==> config.mk <==
export PLATFORM = sky130hd
export DESIGN_NAME = mpc_misc_pin_ctrl
export DESIGN_NICKNAME = d
export VERILOG_FILES = /design/src/pkg/mpc_pkg.sv /design/src/pkg/mpc_cfg_if.sv /design/src/mpc_cfg_bank.sv /design/src/mpc_misc_pin_ctrl.sv /design/src/mpc_sync.sv
export VERILOG_INCLUDE_DIRS = /design/src /design/src/pkg
export SDC_FILE = /design/constraint.sdc
export NUM_CORES = 1
export LEC_CHECK = 0
export BUFFER_PORTS_ARGS = -buffer_cell sky130_fd_sc_hd__buf_4
export CAP_MARGIN = 10
export CORE_AREA = 2 2 115 73
export DETAILED_ROUTE_END_ITERATION = 10
export DIE_AREA = 0 0 117 75
export PLACE_DENSITY = 0.69
export RECOVER_POWER = 50
export SYNTH_ARGS = -nofsm -noshare
export SYNTH_HDL_FRONTEND = slang
export SYNTH_SLANG_ARGS = --single-unit
==> constraint.sdc <==
create_clock -name CLOCK_I -period 1.99 [get_ports CLOCK_I]
set_clock_uncertainty 0.15 [all_clocks]
set_input_delay 0 -clock CLOCK_I [delete_from_list [all_inputs] [get_ports CLOCK_I]]
set_output_delay 0 -clock CLOCK_I [all_outputs]
set_load 0.005 [all_outputs]
==> src/pkg/mpc_regs.svh <==
// Register offsets, field positions, reset values for the misc pin control block.
// Assumes a 32-bit AHB-Lite word map; only haddr[7:0] is decoded.
`ifndef MPC_REGS_SVH
`define MPC_REGS_SVH

// ----------------------------------------
// Register offsets (byte addresses)
// ----------------------------------------
`define MPC_OFF_MISC_CTRL 8'h00
`define MPC_OFF_PIN_CFG_A 8'h04
`define MPC_OFF_PIN_CFG_B 8'h08
`define MPC_OFF_PIN_CFG_C 8'h0c
`define MPC_OFF_RSV_A 8'h10
`define MPC_OFF_RSV_B 8'h14
`define MPC_OFF_RSV_C 8'h18
`define MPC_OFF_RSV_D 8'h1c
`define MPC_OFF_RSV_E 8'h20
`define MPC_OFF_RSV_F 8'h24
`define MPC_OFF_STATUS 8'h28

// ----------------------------------------
// Field positions
// ----------------------------------------
`define MPC_BIT_DRIVE 0
`define MPC_BIT_LOCK 1
`define MPC_BIT_PULL_DIS 2
`define MPC_BIT_FUNC 0
`define MPC_BIT_ST_WAKE 0
`define MPC_BIT_ST_MODE 1
`define MPC_BIT_ST_PIN 2

// ----------------------------------------
// Reset values
// ----------------------------------------
`define MPC_RST_PULL_DIS 1'b0
`define MPC_RST_LOCK 1'b0
`define MPC_RST_DRIVE 1'b0
`define MPC_RST_PIN_CFG 8'h00

`endif

==> src/pkg/mpc_pkg.sv <==
// Types shared by the misc pin control block.
// Assumes nothing beyond a SystemVerilog compiler.
`default_nettype none

package mpc_pkg;

   // ----------------------------------------
   // Bus slave states, one-hot
   // ----------------------------------------
   typedef enum logic [2:0] {
      MPC_S_IDLE = 3'b001,
      MPC_S_WR = 3'b010,
      MPC_S_RD = 3'b100
   } mpc_state_t;

   typedef logic [1:0] mpc_cfg_sel_t;

   localparam int MPC_NUM_CFG = 3;

endpackage

`default_nettype wire

==> src/pkg/mpc_cfg_if.sv <==
// Carrier between the register front end and the pin-function bank.
// Assumes one clock shared by both ends.
`timescale 1ns/1ns
`default_nettype none

interface mpc_cfg_if;
   import mpc_pkg::*;
   logic wr_en;
   mpc_cfg_sel_t sel;
   logic [7:0] wdata;
   logic lock;
   logic [7:0] q [MPC_NUM_CFG];

   modport bank (input wr_en, input sel, input wdata, input lock, output q);
   modport ctrl (output wr_en, output sel, output wdata, output lock, input q);
endinterface

`default_nettype wire

==> src/mpc_cfg_bank.sv <==
// Three pin-function configuration registers with a write lock.
// Assumes the controller raises wr_en for one cycle per bus write.
`timescale 1ns/1ns
`default_nettype none
`include "mpc_regs.svh"

module mpc_cfg_bank
   import mpc_pkg::*;
(
   input wire logic clk_i,
   input wire logic rst_n_i,
   mpc_cfg_if.bank cfg
);
   genvar g;
   generate
      for (g = 0; g < MPC_NUM_CFG; g++) begin : g_cfg
         logic [7:0] r;
         logic [7:0] next_r;

         always_comb begin
            next_r = r;
            if (cfg.wr_en && cfg.sel == mpc_cfg_sel_t'(g) && !cfg.lock) begin
               next_r = cfg.wdata;
            end
         end

         always_ff @(posedge clk_i) begin
            if (!rst_n_i) begin
               r <= `MPC_RST_PIN_CFG;
            end else begin
               r <= next_r;
            end
         end

         assign cfg.q[g] = r;
      end
   endgenerate
endmodule

`default_nettype wire

==> src/mpc_misc_pin_ctrl.sv <==
// Misc pin control: pull gating, pin-function write lock, status-change pin.
// Assumes a single AHB-Lite master, word transfers only, and a wake flag
// from card configuration logic on the same clock.
`timescale 1ns/1ns
`default_nettype none
`include "mpc_regs.svh"

module mpc_misc_pin_ctrl
   import mpc_pkg::*;
(
   input wire logic CLOCK_I,
   input wire logic RST_N_I,
   // AHB-Lite slave
   input wire logic HSEL_I,
   input wire logic [31:0] HADDR_I,
   input wire logic [1:0] HTRANS_I,
   input wire logic HWRITE_I,
   input wire logic [2:0] HSIZE_I,
   input wire logic [31:0] HWDATA_I,
   input wire logic HREADY_I,
   output logic [31:0] HRDATA_O,
   output logic HREADYOUT_O,
   output logic HRESP_O,
   // Card side
   input wire logic CARD_WAKE_I,
   input wire logic PCCARD_MODE_I,
   input wire logic STATUS_CHANGE_PIN_I,
   output logic STATUS_CHANGE_PIN_O,
   output logic STATUS_CHANGE_PIN_OE_N_O,
   output logic PIN_PULL_EN_O,
   output logic [7:0] PIN_CFG_A_O,
   output logic [7:0] PIN_CFG_B_O,
   output logic [7:0] PIN_CFG_C_O
);

   // ----------------------------------------
   // Declarations
   // ----------------------------------------
   mpc_state_t state;
   mpc_state_t next_state;
   logic [7:0] addr_q;
   logic [7:0] next_addr_q;
   logic [31:0] hrdata;
   logic [31:0] next_hrdata;
   logic hreadyout;
   logic next_hreadyout;
   logic hresp;
   logic next_hresp;
   logic accept;
   logic wr_phase;
   logic [31:0] rd_mux;

   logic pin_pull_disable;
   logic next_pin_pull_disable;
   logic pin_cfg_write_lock;
   logic next_pin_cfg_write_lock;
   logic status_change_drive;
   logic next_status_change_drive;
   logic pin_out;
   logic next_pin_out;
   logic pin_oe_n;
   logic next_pin_oe_n;
   logic pull_en;
   logic next_pull_en;
   logic [7:0] cfg_a;
   logic [7:0] cfg_b;
   logic [7:0] cfg_c;
   logic [7:0] next_cfg_a;
   logic [7:0] next_cfg_b;
   logic [7:0] next_cfg_c;

   logic misc_wr;
   logic status_change_pin_func;
   logic [1:0] sync_in;
   logic [1:0] sync_out;
   logic pccard_mode;
   logic status_change_pin;

   mpc_cfg_if cfg_bus ();

   // ----------------------------------------
   // Pin synchronisers
   // ----------------------------------------
   // Mode strap and pin level both come from outside the clock domain
   assign sync_in = {PCCARD_MODE_I, STATUS_CHANGE_PIN_I};

   mpc_sync #(
      .W(2)
   ) u_sync (
      .clk_i(CLOCK_I),
      .rst_n_i(RST_N_I),
      .d_i(sync_in),
      .q_o(sync_out)
   );

   assign pccard_mode = sync_out[1];
   assign status_change_pin = sync_out[0];
   // The drive bit reads back through these stages, so a read right
   // after a write can still show the old pin level.

   // ----------------------------------------
   // AHB-Lite slave
   // ----------------------------------------
   // Reads take one wait state so that a write in its data phase has
   // already landed before the read mux is sampled.
   // HSIZE is not decoded: every register is one aligned word, so a
   // narrower transfer acts on the whole word.
   assign accept = HSEL_I && HTRANS_I[1] && HREADY_I;
   assign wr_phase = (state == MPC_S_WR);

   always_comb begin
      next_state = state;
      next_addr_q = addr_q;
      next_hrdata = hrdata;
      next_hreadyout = hreadyout;
      next_hresp = 1'b0;
      case (state)
         MPC_S_RD: begin
            next_hrdata = rd_mux;
            next_hreadyout = 1'b1;
            next_state = MPC_S_IDLE;
         end
         MPC_S_WR: begin
            next_hreadyout = 1'b1;
            next_state = MPC_S_IDLE;
            if (accept) begin
               next_addr_q = HADDR_I[7:0];
               if (HWRITE_I) begin
                  next_state = MPC_S_WR;
               end else begin
                  next_state = MPC_S_RD;
                  next_hreadyout = 1'b0;
               end
            end
         end
         MPC_S_IDLE: begin
            next_hreadyout = 1'b1;
            if (accept) begin
               next_addr_q = HADDR_I[7:0];
               if (HWRITE_I) begin
                  next_state = MPC_S_WR;
               end else begin
                  next_state = MPC_S_RD;
                  next_hreadyout = 1'b0;
               end
            end
         end
         // A corrupted state code falls back to idle with the bus ready
         default: begin
            next_state = MPC_S_IDLE;
            next_hreadyout = 1'b1;
         end
      endcase
   end

   // ----------------------------------------
   // Bus state register
   // ----------------------------------------
   always_ff @(posedge CLOCK_I) begin
      if (!RST_N_I) begin
         state <= MPC_S_IDLE;
         addr_q <= 8'h00;
         hrdata <= 32'h0000_0000;
         hreadyout <= 1'b1;
         hresp <= 1'b0;
      end else begin
         state <= next_state;
         addr_q <= next_addr_q;
         hrdata <= next_hrdata;
         hreadyout <= next_hreadyout;
         hresp <= next_hresp;
      end
   end

   // ----------------------------------------
   // Bus outputs
   // ----------------------------------------
   assign HRDATA_O = hrdata;
   assign HREADYOUT_O = hreadyout;
   assign HRESP_O = hresp;

   // ----------------------------------------
   // Read mux
   // ----------------------------------------
   // Reserved and unmapped words read as zero; writes to them are dropped
   always_comb begin
      rd_mux = 32'h0000_0000;
      if (addr_q == `MPC_OFF_MISC_CTRL) begin
         rd_mux[`MPC_BIT_PULL_DIS] = pin_pull_disable;
         rd_mux[`MPC_BIT_LOCK] = pin_cfg_write_lock;
         rd_mux[`MPC_BIT_DRIVE] = ~status_change_pin;
      end else if (addr_q == `MPC_OFF_PIN_CFG_A) begin
         rd_mux[7:0] = cfg_bus.q[0];
      end else if (addr_q == `MPC_OFF_PIN_CFG_B) begin
         rd_mux[7:0] = cfg_bus.q[1];
      end else if (addr_q == `MPC_OFF_PIN_CFG_C) begin
         rd_mux[7:0] = cfg_bus.q[2];
      // Status word is read-only and carries the raw wake flag plus the synced mode and pin levels
      end else if (addr_q == `MPC_OFF_STATUS) begin
         rd_mux[`MPC_BIT_ST_WAKE] = CARD_WAKE_I;
         rd_mux[`MPC_BIT_ST_MODE] = pccard_mode;
         rd_mux[`MPC_BIT_ST_PIN] = status_change_pin;
      end else begin
         rd_mux = 32'h0000_0000;
      end
   end

   // ----------------------------------------
   // Pin-function bank
   // ----------------------------------------
   // Write strobe lands at the end of the data phase, when HWDATA stands
   always_comb begin
      cfg_bus.wr_en = 1'b0;
      cfg_bus.sel = 2'h0;
      if (wr_phase) begin
         if (addr_q == `MPC_OFF_PIN_CFG_A) begin
            cfg_bus.wr_en = 1'b1;
            cfg_bus.sel = 2'h0;
         end else if (addr_q == `MPC_OFF_PIN_CFG_B) begin
            cfg_bus.wr_en = 1'b1;
            cfg_bus.sel = 2'h1;
         end else if (addr_q == `MPC_OFF_PIN_CFG_C) begin
            cfg_bus.wr_en = 1'b1;
            cfg_bus.sel = 2'h2;
         end
      end
   end

   assign cfg_bus.wdata = HWDATA_I[7:0];
   // The lock covers the three pin-function words only, never itself
   assign cfg_bus.lock = pin_cfg_write_lock;

   mpc_cfg_bank u_bank (
      .clk_i(CLOCK_I),
      .rst_n_i(RST_N_I),
      .cfg(cfg_bus)
   );

   assign status_change_pin_func = cfg_bus.q[2][`MPC_BIT_FUNC];

   // ----------------------------------------
   // Misc control bits
   // ----------------------------------------
   assign misc_wr = wr_phase && (addr_q == `MPC_OFF_MISC_CTRL);

   always_comb begin
      next_pin_pull_disable = pin_pull_disable;
      next_pin_cfg_write_lock = pin_cfg_write_lock;
      next_status_change_drive = status_change_drive;
      // The lock bit itself is always writable so software can undo it
      if (misc_wr) begin
         next_pin_pull_disable = HWDATA_I[`MPC_BIT_PULL_DIS];
         next_pin_cfg_write_lock = HWDATA_I[`MPC_BIT_LOCK];
      end
      // ISA mode leaves the bit frozen: the pin belongs to another function
      if (!pccard_mode) begin
         next_status_change_drive = status_change_drive;
      end else if (status_change_pin_func) begin
         // A low wake flag is a level clear and beats a write of 1
         if (!CARD_WAKE_I) begin
            next_status_change_drive = 1'b0;
         end else if (misc_wr && HWDATA_I[`MPC_BIT_DRIVE]) begin
            next_status_change_drive = 1'b1;
         end
      end else if (misc_wr) begin
         next_status_change_drive = HWDATA_I[`MPC_BIT_DRIVE];
      end
   end

   // ----------------------------------------
   // Misc control registers
   // ----------------------------------------
   always_ff @(posedge CLOCK_I) begin
      if (!RST_N_I) begin
         pin_pull_disable <= `MPC_RST_PULL_DIS;
         pin_cfg_write_lock <= `MPC_RST_LOCK;
         status_change_drive <= `MPC_RST_DRIVE;
      end else begin
         pin_pull_disable <= next_pin_pull_disable;
         pin_cfg_write_lock <= next_pin_cfg_write_lock;
         status_change_drive <= next_status_change_drive;
      end
   end

   // ----------------------------------------
   // Pin outputs
   // ----------------------------------------
   // One cycle of latency keeps every output on a flop
   always_comb begin
      next_pull_en = ~pin_pull_disable;
      next_pin_out = ~status_change_drive;
      next_pin_oe_n = ~pccard_mode;
      next_cfg_a = cfg_bus.q[0];
      next_cfg_b = cfg_bus.q[1];
      next_cfg_c = cfg_bus.q[2];
   end

   // ----------------------------------------
   // Output registers
   // ----------------------------------------
   always_ff @(posedge CLOCK_I) begin
      if (!RST_N_I) begin
         pull_en <= 1'b1;
         pin_out <= 1'b1;
         pin_oe_n <= 1'b1;
         cfg_a <= `MPC_RST_PIN_CFG;
         cfg_b <= `MPC_RST_PIN_CFG;
         cfg_c <= `MPC_RST_PIN_CFG;
      end else begin
         pull_en <= next_pull_en;
         pin_out <= next_pin_out;
         pin_oe_n <= next_pin_oe_n;
         cfg_a <= next_cfg_a;
         cfg_b <= next_cfg_b;
         cfg_c <= next_cfg_c;
      end
   end

   // ----------------------------------------
   // Port drivers
   // ----------------------------------------
   assign PIN_PULL_EN_O = pull_en;
   assign STATUS_CHANGE_PIN_O = pin_out;
   assign STATUS_CHANGE_PIN_OE_N_O = pin_oe_n;
   assign PIN_CFG_A_O = cfg_a;
   assign PIN_CFG_B_O = cfg_b;
   assign PIN_CFG_C_O = cfg_c;

endmodule

`default_nettype wire

==> src/mpc_sync.sv <==
// Two-flop synchroniser for levels coming from pins.
// Assumes the input changes slowly against CLOCK_I.
`timescale 1ns/1ns
`default_nettype none

module mpc_sync #(
   parameter int W = 1
) (
   input wire logic clk_i,
   input wire logic rst_n_i,
   input wire logic [W-1:0] d_i,
   output logic [W-1:0] q_o
);
   logic [W-1:0] meta;
   logic [W-1:0] next_meta;
   logic [W-1:0] next_q;

   // First stage feeds the second stage only
   always_comb begin
      next_meta = d_i;
      next_q = meta;
   end

   always_ff @(posedge clk_i) begin
      if (!rst_n_i) begin
         meta <= '0;
         q_o <= '0;
      end else begin
         meta <= next_meta;
         q_o <= next_q;
      end
   end
endmodule

`default_nettype wire

==> results.yml, run 1 <==
clock_network:
  clk_pin_slew_worst_paths_ns: 0.06
  clock_path_buffers: 2
  insertion_delay_ns: 0.34
  cts_htree_levels: 3
  root_buffer: "clkbuf_16"
  cts_tree: "done"
  cts_inserted_buffers: 9
  cts.sinks: 78
setup_path:
  critPathMaxFanout: 4
  r2r_slack_ns: 0.12
  timing_worst_setup_path_type: "flop to flop"
  crit_required_ns: 2.10
  end_kind: "flop"
  cp-start-kind: "flop"
  cp.arrival_ns: 1.98
floorplanning:
  io_pins: 138
  die_x_um: 117
  dieArea_um2: 8780
  core_area_um2: 7660
  rows: 25
  initial_core_util_pct: 39.3
  die_y_um: 75
synth:
  netlist.area_leader.share_pct: 51.9
  netlist_area_um2: 3010
  synth_seq_cells: 78
  synth_seq_area_share_pct: 51.9
  synth_warnings: 0
  synth_top_area_cell: "dfxtp_1"
  syn_area_per_cell_um2: 9.71
  syn-instance-count: 310
  synth_cell_type_count: 41
  synth_flop_cell: "dfxtp_1"
  async_flop_share_pct: 0
  synth_edf_count: 0
  yosys-top-cells-area: "dfxtp_1 (52%), mux2i_1 (10%), nand2_1 (7.0%), buf_4 (6.2%), inv_1 (3.0%)"
finish:
  syn2layout_area_growth_pct: 36.5
  layout-drive-gt1-share_pct: 23.1
  diodes: 0
  finish.utilization_pct: 53.6
  layout.nets: 479
sta:
  maxSlewViolCount: 0
  timing.fmax_mhz: 535
  period_needed_ns: 1.87
  grt_setup_unrepaired: "false"
  fin_crit_sh_pct: 93.9
  setup_tns_ns: 0
  fin_ws_ns: 0.121
  hold_viol: 0
  finalSetupViolCount: 0
grt:
  antenna_found_initial: 0
  grt_pass1_vias: 2181
  met1_usage_pct: 21.7
  overflow: 0
  grt_usage_pct: 16.5
  grtUsageMet3_pct: 7.00
  use_met2_pct: 24.5
  top_usage_layer: "met2"
  grt_max_degree: 46
  grt_first_pass_wirelength_um: 10700
flow_run:
  drv_cap: 0
drt:
  dr.first_iter.drc_count: 162
  postRouteAntennaNets: 0
  drt-wirelength-per-cell_um: 12.8
  dr.pass1.iters: 4
  num_vias: 2296
  vias_per_cell: 4.46
  drc: 0
  drt_wl_total_um: 6610
placement:
  pre_cts_slack_ns: 0.0730
  hpwl_um: 4610
  gp_congestion: 0.781
  portBuffers: 60
worst_hold_path:
  min_path_type: "input pin to flop"
power:
  ir_drop_mv: 0.337
  power_leakage_nw: 2.05
  powerDensity_nw_per_um2: 899
run_status:
  status: "finished clean"
-- cell families (layout without fill, tap and decap cells) --
group,Yosys count,after routing,synth area share [%]
other cells,1,25,0.125
compound gates,40,40,8.98
xor+xnor,1,1,0.291
mux,35,35,11.8
buf+inv,61,134,11.1
flops,78,78,51.9
simple gates,94,94,15.9
-- sequential cells by signal, indices dropped and copies added (netlist names), 2 cells and up --
name / flops
HRDATA_O: 8
state: 3
u_sync.q_o: 2
PIN_CFG_B_O: 8
addr_q: 8
u_bank.g_cfg.r: 24
PIN_CFG_A_O: 8
PIN_CFG_C_O: 8
u_sync.meta: 2
-- cell usage in the layout, fill, tap and decap left out, drive strengths merged, types with 9 or more instances in the layout --
master,Yosys,layout
mux2i,31,31
buf,28,34
nand2,57,57
o21ai,16,16
dfxtp,78,78
dlygate4sd3,0,24
clkbuf,9,45
conb,1,25
inv,24,28
a21boi,9,9
-- Yosys cell counts (2+ instances only) --
cell,count
a211o_1,2
nand3_2,2
clkbuf_1,9
buf_4,25
nand2_1,56
nor3_1,2
buf_2,2
nand2b_1,4
nor2b_1,5
a21boi_0,9
dfxtp_1,78
o21ai_0,16
o22ai_1,2
nand3_1,6
nor2_1,2
inv_1,24
mux2_2,4
mux2i_1,31
and2_1,4
nor3b_1,2
a32o_1,2
a22oi_1,4
-- worst max-delay path, stage by stage, from the launching register on --
cell and delay [ns]:
dfxtp_1 0.34, or4_1 0.58, nor3_2 0.23, o2111ai_1 0.26
o21ai_0 0.23
-- worst paths after layout --
kind                          to                start  cells after the start
min                  HREADYOUT_O             HREADY_I                      5
max                  HRDATA_O[3]            addr_q[6]                      4
max reg2reg          HRDATA_O[3]            addr_q[6]                      4
min reg2reg  STATUS_CHANGE_PIN_O  status_change_drive                      1
-- routing by layer --
metal	share of wire (%)	up-vias	wire length, µm
met5	0	-	0
met4	0.89	0	59
met3	6.3	6	413
met2	43	60	2830
met1	50	1062	3300
li1	-	1168	-
-- metrics by stage --
| step | area (µm²) | instances | power (mW) | hold WS (ns) |
|---|---|---|---|---|
| 2_1_floorplan | 3100 | 334 | 1.74 | -0.0776 |
| 3_3_place_gp | 3510 | 474 | 1.76 | 0.0224 |
| 3_5_place_dp | 3510 | 474 | 1.76 | 0.0262 |
| 4_1_cts | 4080 | 512 | 3.72 | 0.0888 |
| 5_1_grt | 4110 | 515 | 3.81 | 0.0651 |
| 6_report | 4110 | 515 | 3.69 | 0.0244 |
-- what timing repair did --
action,CTS,global route
gates resized for setup,0,3
endpoints found under the setup margin,0,13
hold buffers,22,2
hold endpoints to repair,59,1
buffers inserted,0,1
-- area by class of cell --
| type | count | area, µm² |
|---|---|---|
| fill | 722 | 3550 |
| sequential | 78 | 1560 |
| multi-input combinational | 195 | 1230 |
| timing repair buffer | 94 | 743 |
| clock buffer | 9 | 225 |
| tap | 108 | 135 |
| clock inverter | 7 | 128 |
| inverter | 24 | 90.1 |
-- report_power, final --
group	leakage, nW	internal [mW]	switching (mW)
Combinational	1.25	0.0981	0.0905
Sequential	0.630	1.57	0.0111
Clock	0.173	1.25	0.674
Total	2.05	2.92	0.776
(Power assumes the default switching activity.)
==> run 2, diff against run 1 <==
- CAP_MARGIN: 10 -> 20
- CELL_PAD_IN_SITES_DETAIL_PLACEMENT: default -> 0
- CELL_PAD_IN_SITES_GLOBAL_PLACEMENT: default -> 1
- CORE_AREA: 2 2 115 73 -> 2 2 125 78
- DIE_AREA: 0 0 117 75 -> 0 0 127 80
- PLACE_DENSITY: 0.69 -> default
- PLACE_DENSITY_LB_ADDON: default -> 0.1
==> run 2 against run 1 <==
  * Sequential share of layout area shrank 0.61 points
  * Sequential power is essentially flat
  * Largest power group unchanged
  * Via count grew 1.6%
  * Die area grew 16%
==> results.yml, run 2 (synthesis results as in run 1) <==
finish:
  final_common_cell: "dfxtp_1"
  multi_input_area_um2: 1220
  diodes: 0
  layout-drive-gt1-share_pct: 25.8
  syn2layout_area_growth_pct: 38.7
  n_fill_cell: 864
  seqCellArea_um2: 1560
  largest_reg_flops: 24
  top_register: "u_bank.g_cfg.r"
  layout.nets: 487
  final_cell_mix: "dfxtp_1 (78), nand2_1 (56), buf_4 (42), clkbuf_4 (35), mux2i_1 (31)"
drt:
  drc: 0
  postRouteAntennaNets: 0
  dr.first_iter.drc_count: 97
  num_vias: 2332
  vias_per_cell: 4.39
  dr.pass1.iters: 4
  drt-wirelength-per-cell_um: 13.1
  drt_wl_total_um: 6960
power:
  comb_power_share_pct: 5.4
  sw_frac_of_total_pct: 20.4
  power_switching_uw: 741
  clock_power_share_pct: 51.1
  ir_drop_mv: 0.385
  power_leakage_nw: 2.10
  power_frac_seq_pct: 43.6
  p_total_mw: 3.63
  powerDensity_nw_per_um2: 869
  p_int_mw: 2.89
floorplanning:
  io_pins: 138
  core_area_um2: 8990
  initial_core_util_pct: 33.5
  rows: 27
  die_x_um: 127
  die_y_um: 80
  dieArea_um2: 10200
clock_network:
  insertion_delay_ns: 0.34
  cts.sinks: 78
  cts_setup_buffers: 0
  cts_htree_levels: 3
  cts_tree: "done"
  root_buffer: "clkbuf_16"
  cts_inserted_buffers: 9
  clock_path_buffers: 2
  clk_pin_slew_worst_paths_ns: 0.06
grt:
  grt_first_pass_wirelength_um: 11200
  grt_max_degree: 47
  antenna_found_initial: 0
  grt_usage_pct: 14.6
  overflow: 0
  grt_pass1_vias: 2230
setup_path:
  cpLargestDelayFamily: "simple AND/OR/NAND/NOR gates"
  timing_worst_setup_path_type: "flop to flop"
  critPathMaxFanout: 4
  crit_path_max_incr_delay_ns: 0.54
  crit_buf_inv: 0
  crit_required_ns: 2.10
  crit_path_start: "addr_q[6]"
  cp-start-kind: "flop"
  cp.arrival_ns: 1.98
  cp_slowest_cell: "or4_1"
  end_kind: "flop"
  r2r-start: "addr_q[6]"
  cp_cell_sequence: "or4_1, nor3_1, o2111ai_2, o21ai_0"
sta:
  maxSlewViolCount: 0
  timing.fmax_mhz: 535
  hold_viol: 0
  period_needed_ns: 1.87
  finalSetupViolCount: 0
  fin_crit_sh_pct: 93.9
  worst_hold_slack_ns: 0.0311
flow_run:
  drv_cap: 0
run_status:
  status: "finished clean"
placement:
  portBuffers: 60
  gp_congestion: 0.746
  hpwl_um: 4900
worst_hold_path:
  min_path_type: "input pin to flop"
  hold_start: "HSEL_I"
run 2: cell types whose count changed in the layout (fill, tap and decap cells not counted), moves of 3 or more:
cell | before | now
buf_4 | 34 | 42
clkbuf_1 | 6 | 1
clkbuf_4 | 30 | 35
clkinv_2 | 0 | 3
inv_6 | 3 | 0
run 2: power by group through the flow:
stage	registers, mW	clock network, mW	logic, mW
floorplan	1.61	0	0.122
global placement	1.62	0	0.158
detailed placement	1.62	0	0.158
CTS	1.58	1.89	0.194
global route	1.58	1.97	0.216
finish	1.58	1.85	0.196
run 2: path summary, 6_finish.rpt:
kind / to / slack [ns] / cells after the start
worst max register to register: HRDATA_O[5] / 0.12 / 4
worst min-delay path: HREADYOUT_O / 0.03 / 5
worst min register to register: STATUS_CHANGE_PIN_O / 0.24 / 1
worst max-delay path: HRDATA_O[5] / 0.12 / 4
run 2: metrics by stage:
| step | instance area (µm²) | std cells | setup WS [ns] | TNS (ns) | util (%) |
|---|---|---|---|---|---|
| finish | 4180 | 531 | 0.121 | 0 | 46.5 |
| global route | 4180 | 531 | -0.0113 | -0.0341 | 46.5 |
| CTS | 4170 | 531 | 0.0433 | 0 | 46.4 |
| detailed placement | 3590 | 491 | 0.101 | 0 | 39.9 |
| global placement | 3590 | 491 | 0.115 | 0 | 39.9 |
| floorplan | 3100 | 334 | 0.211 | 0 | - |
run 2: layout make-up:
class	instances	area share (%)
clock buffer	9	5.39
clock inverter	7	2.70
inverter	24	2.16
multi-input combinational	195	29.2
sequential	78	37.4
tap	116	3.48
timing repair buffer	102	19.7
run 2: repair_timing:
action,4_1_cts,5_1_grt
endpoints found under the setup margin,0,5
gates resized for setup,0,2
hold endpoints to repair,47,0
hold buffers,24,0
run 2: metal layers:
layer / share of wire (%) / routed length (µm) / track usage [%] / vias up
met2: 38 / 2640 / 19.6 / 69
met3: 5.9 / 411 / 4.69 / 14
met5: 0 / 0 / 0 / -
met1: 54 / 3780 / 21.1 / 1074
li1: - / - / - / 1175
met4: 2.0 / 140 / 6.15 / 0
run 2: worst min-delay path, stage by stage:
cell and delay [ns]:
buf_4 0.11, nand4b_1 0.12, nor2_2 0.06, nand2_1 0.10
or2_2 0.11
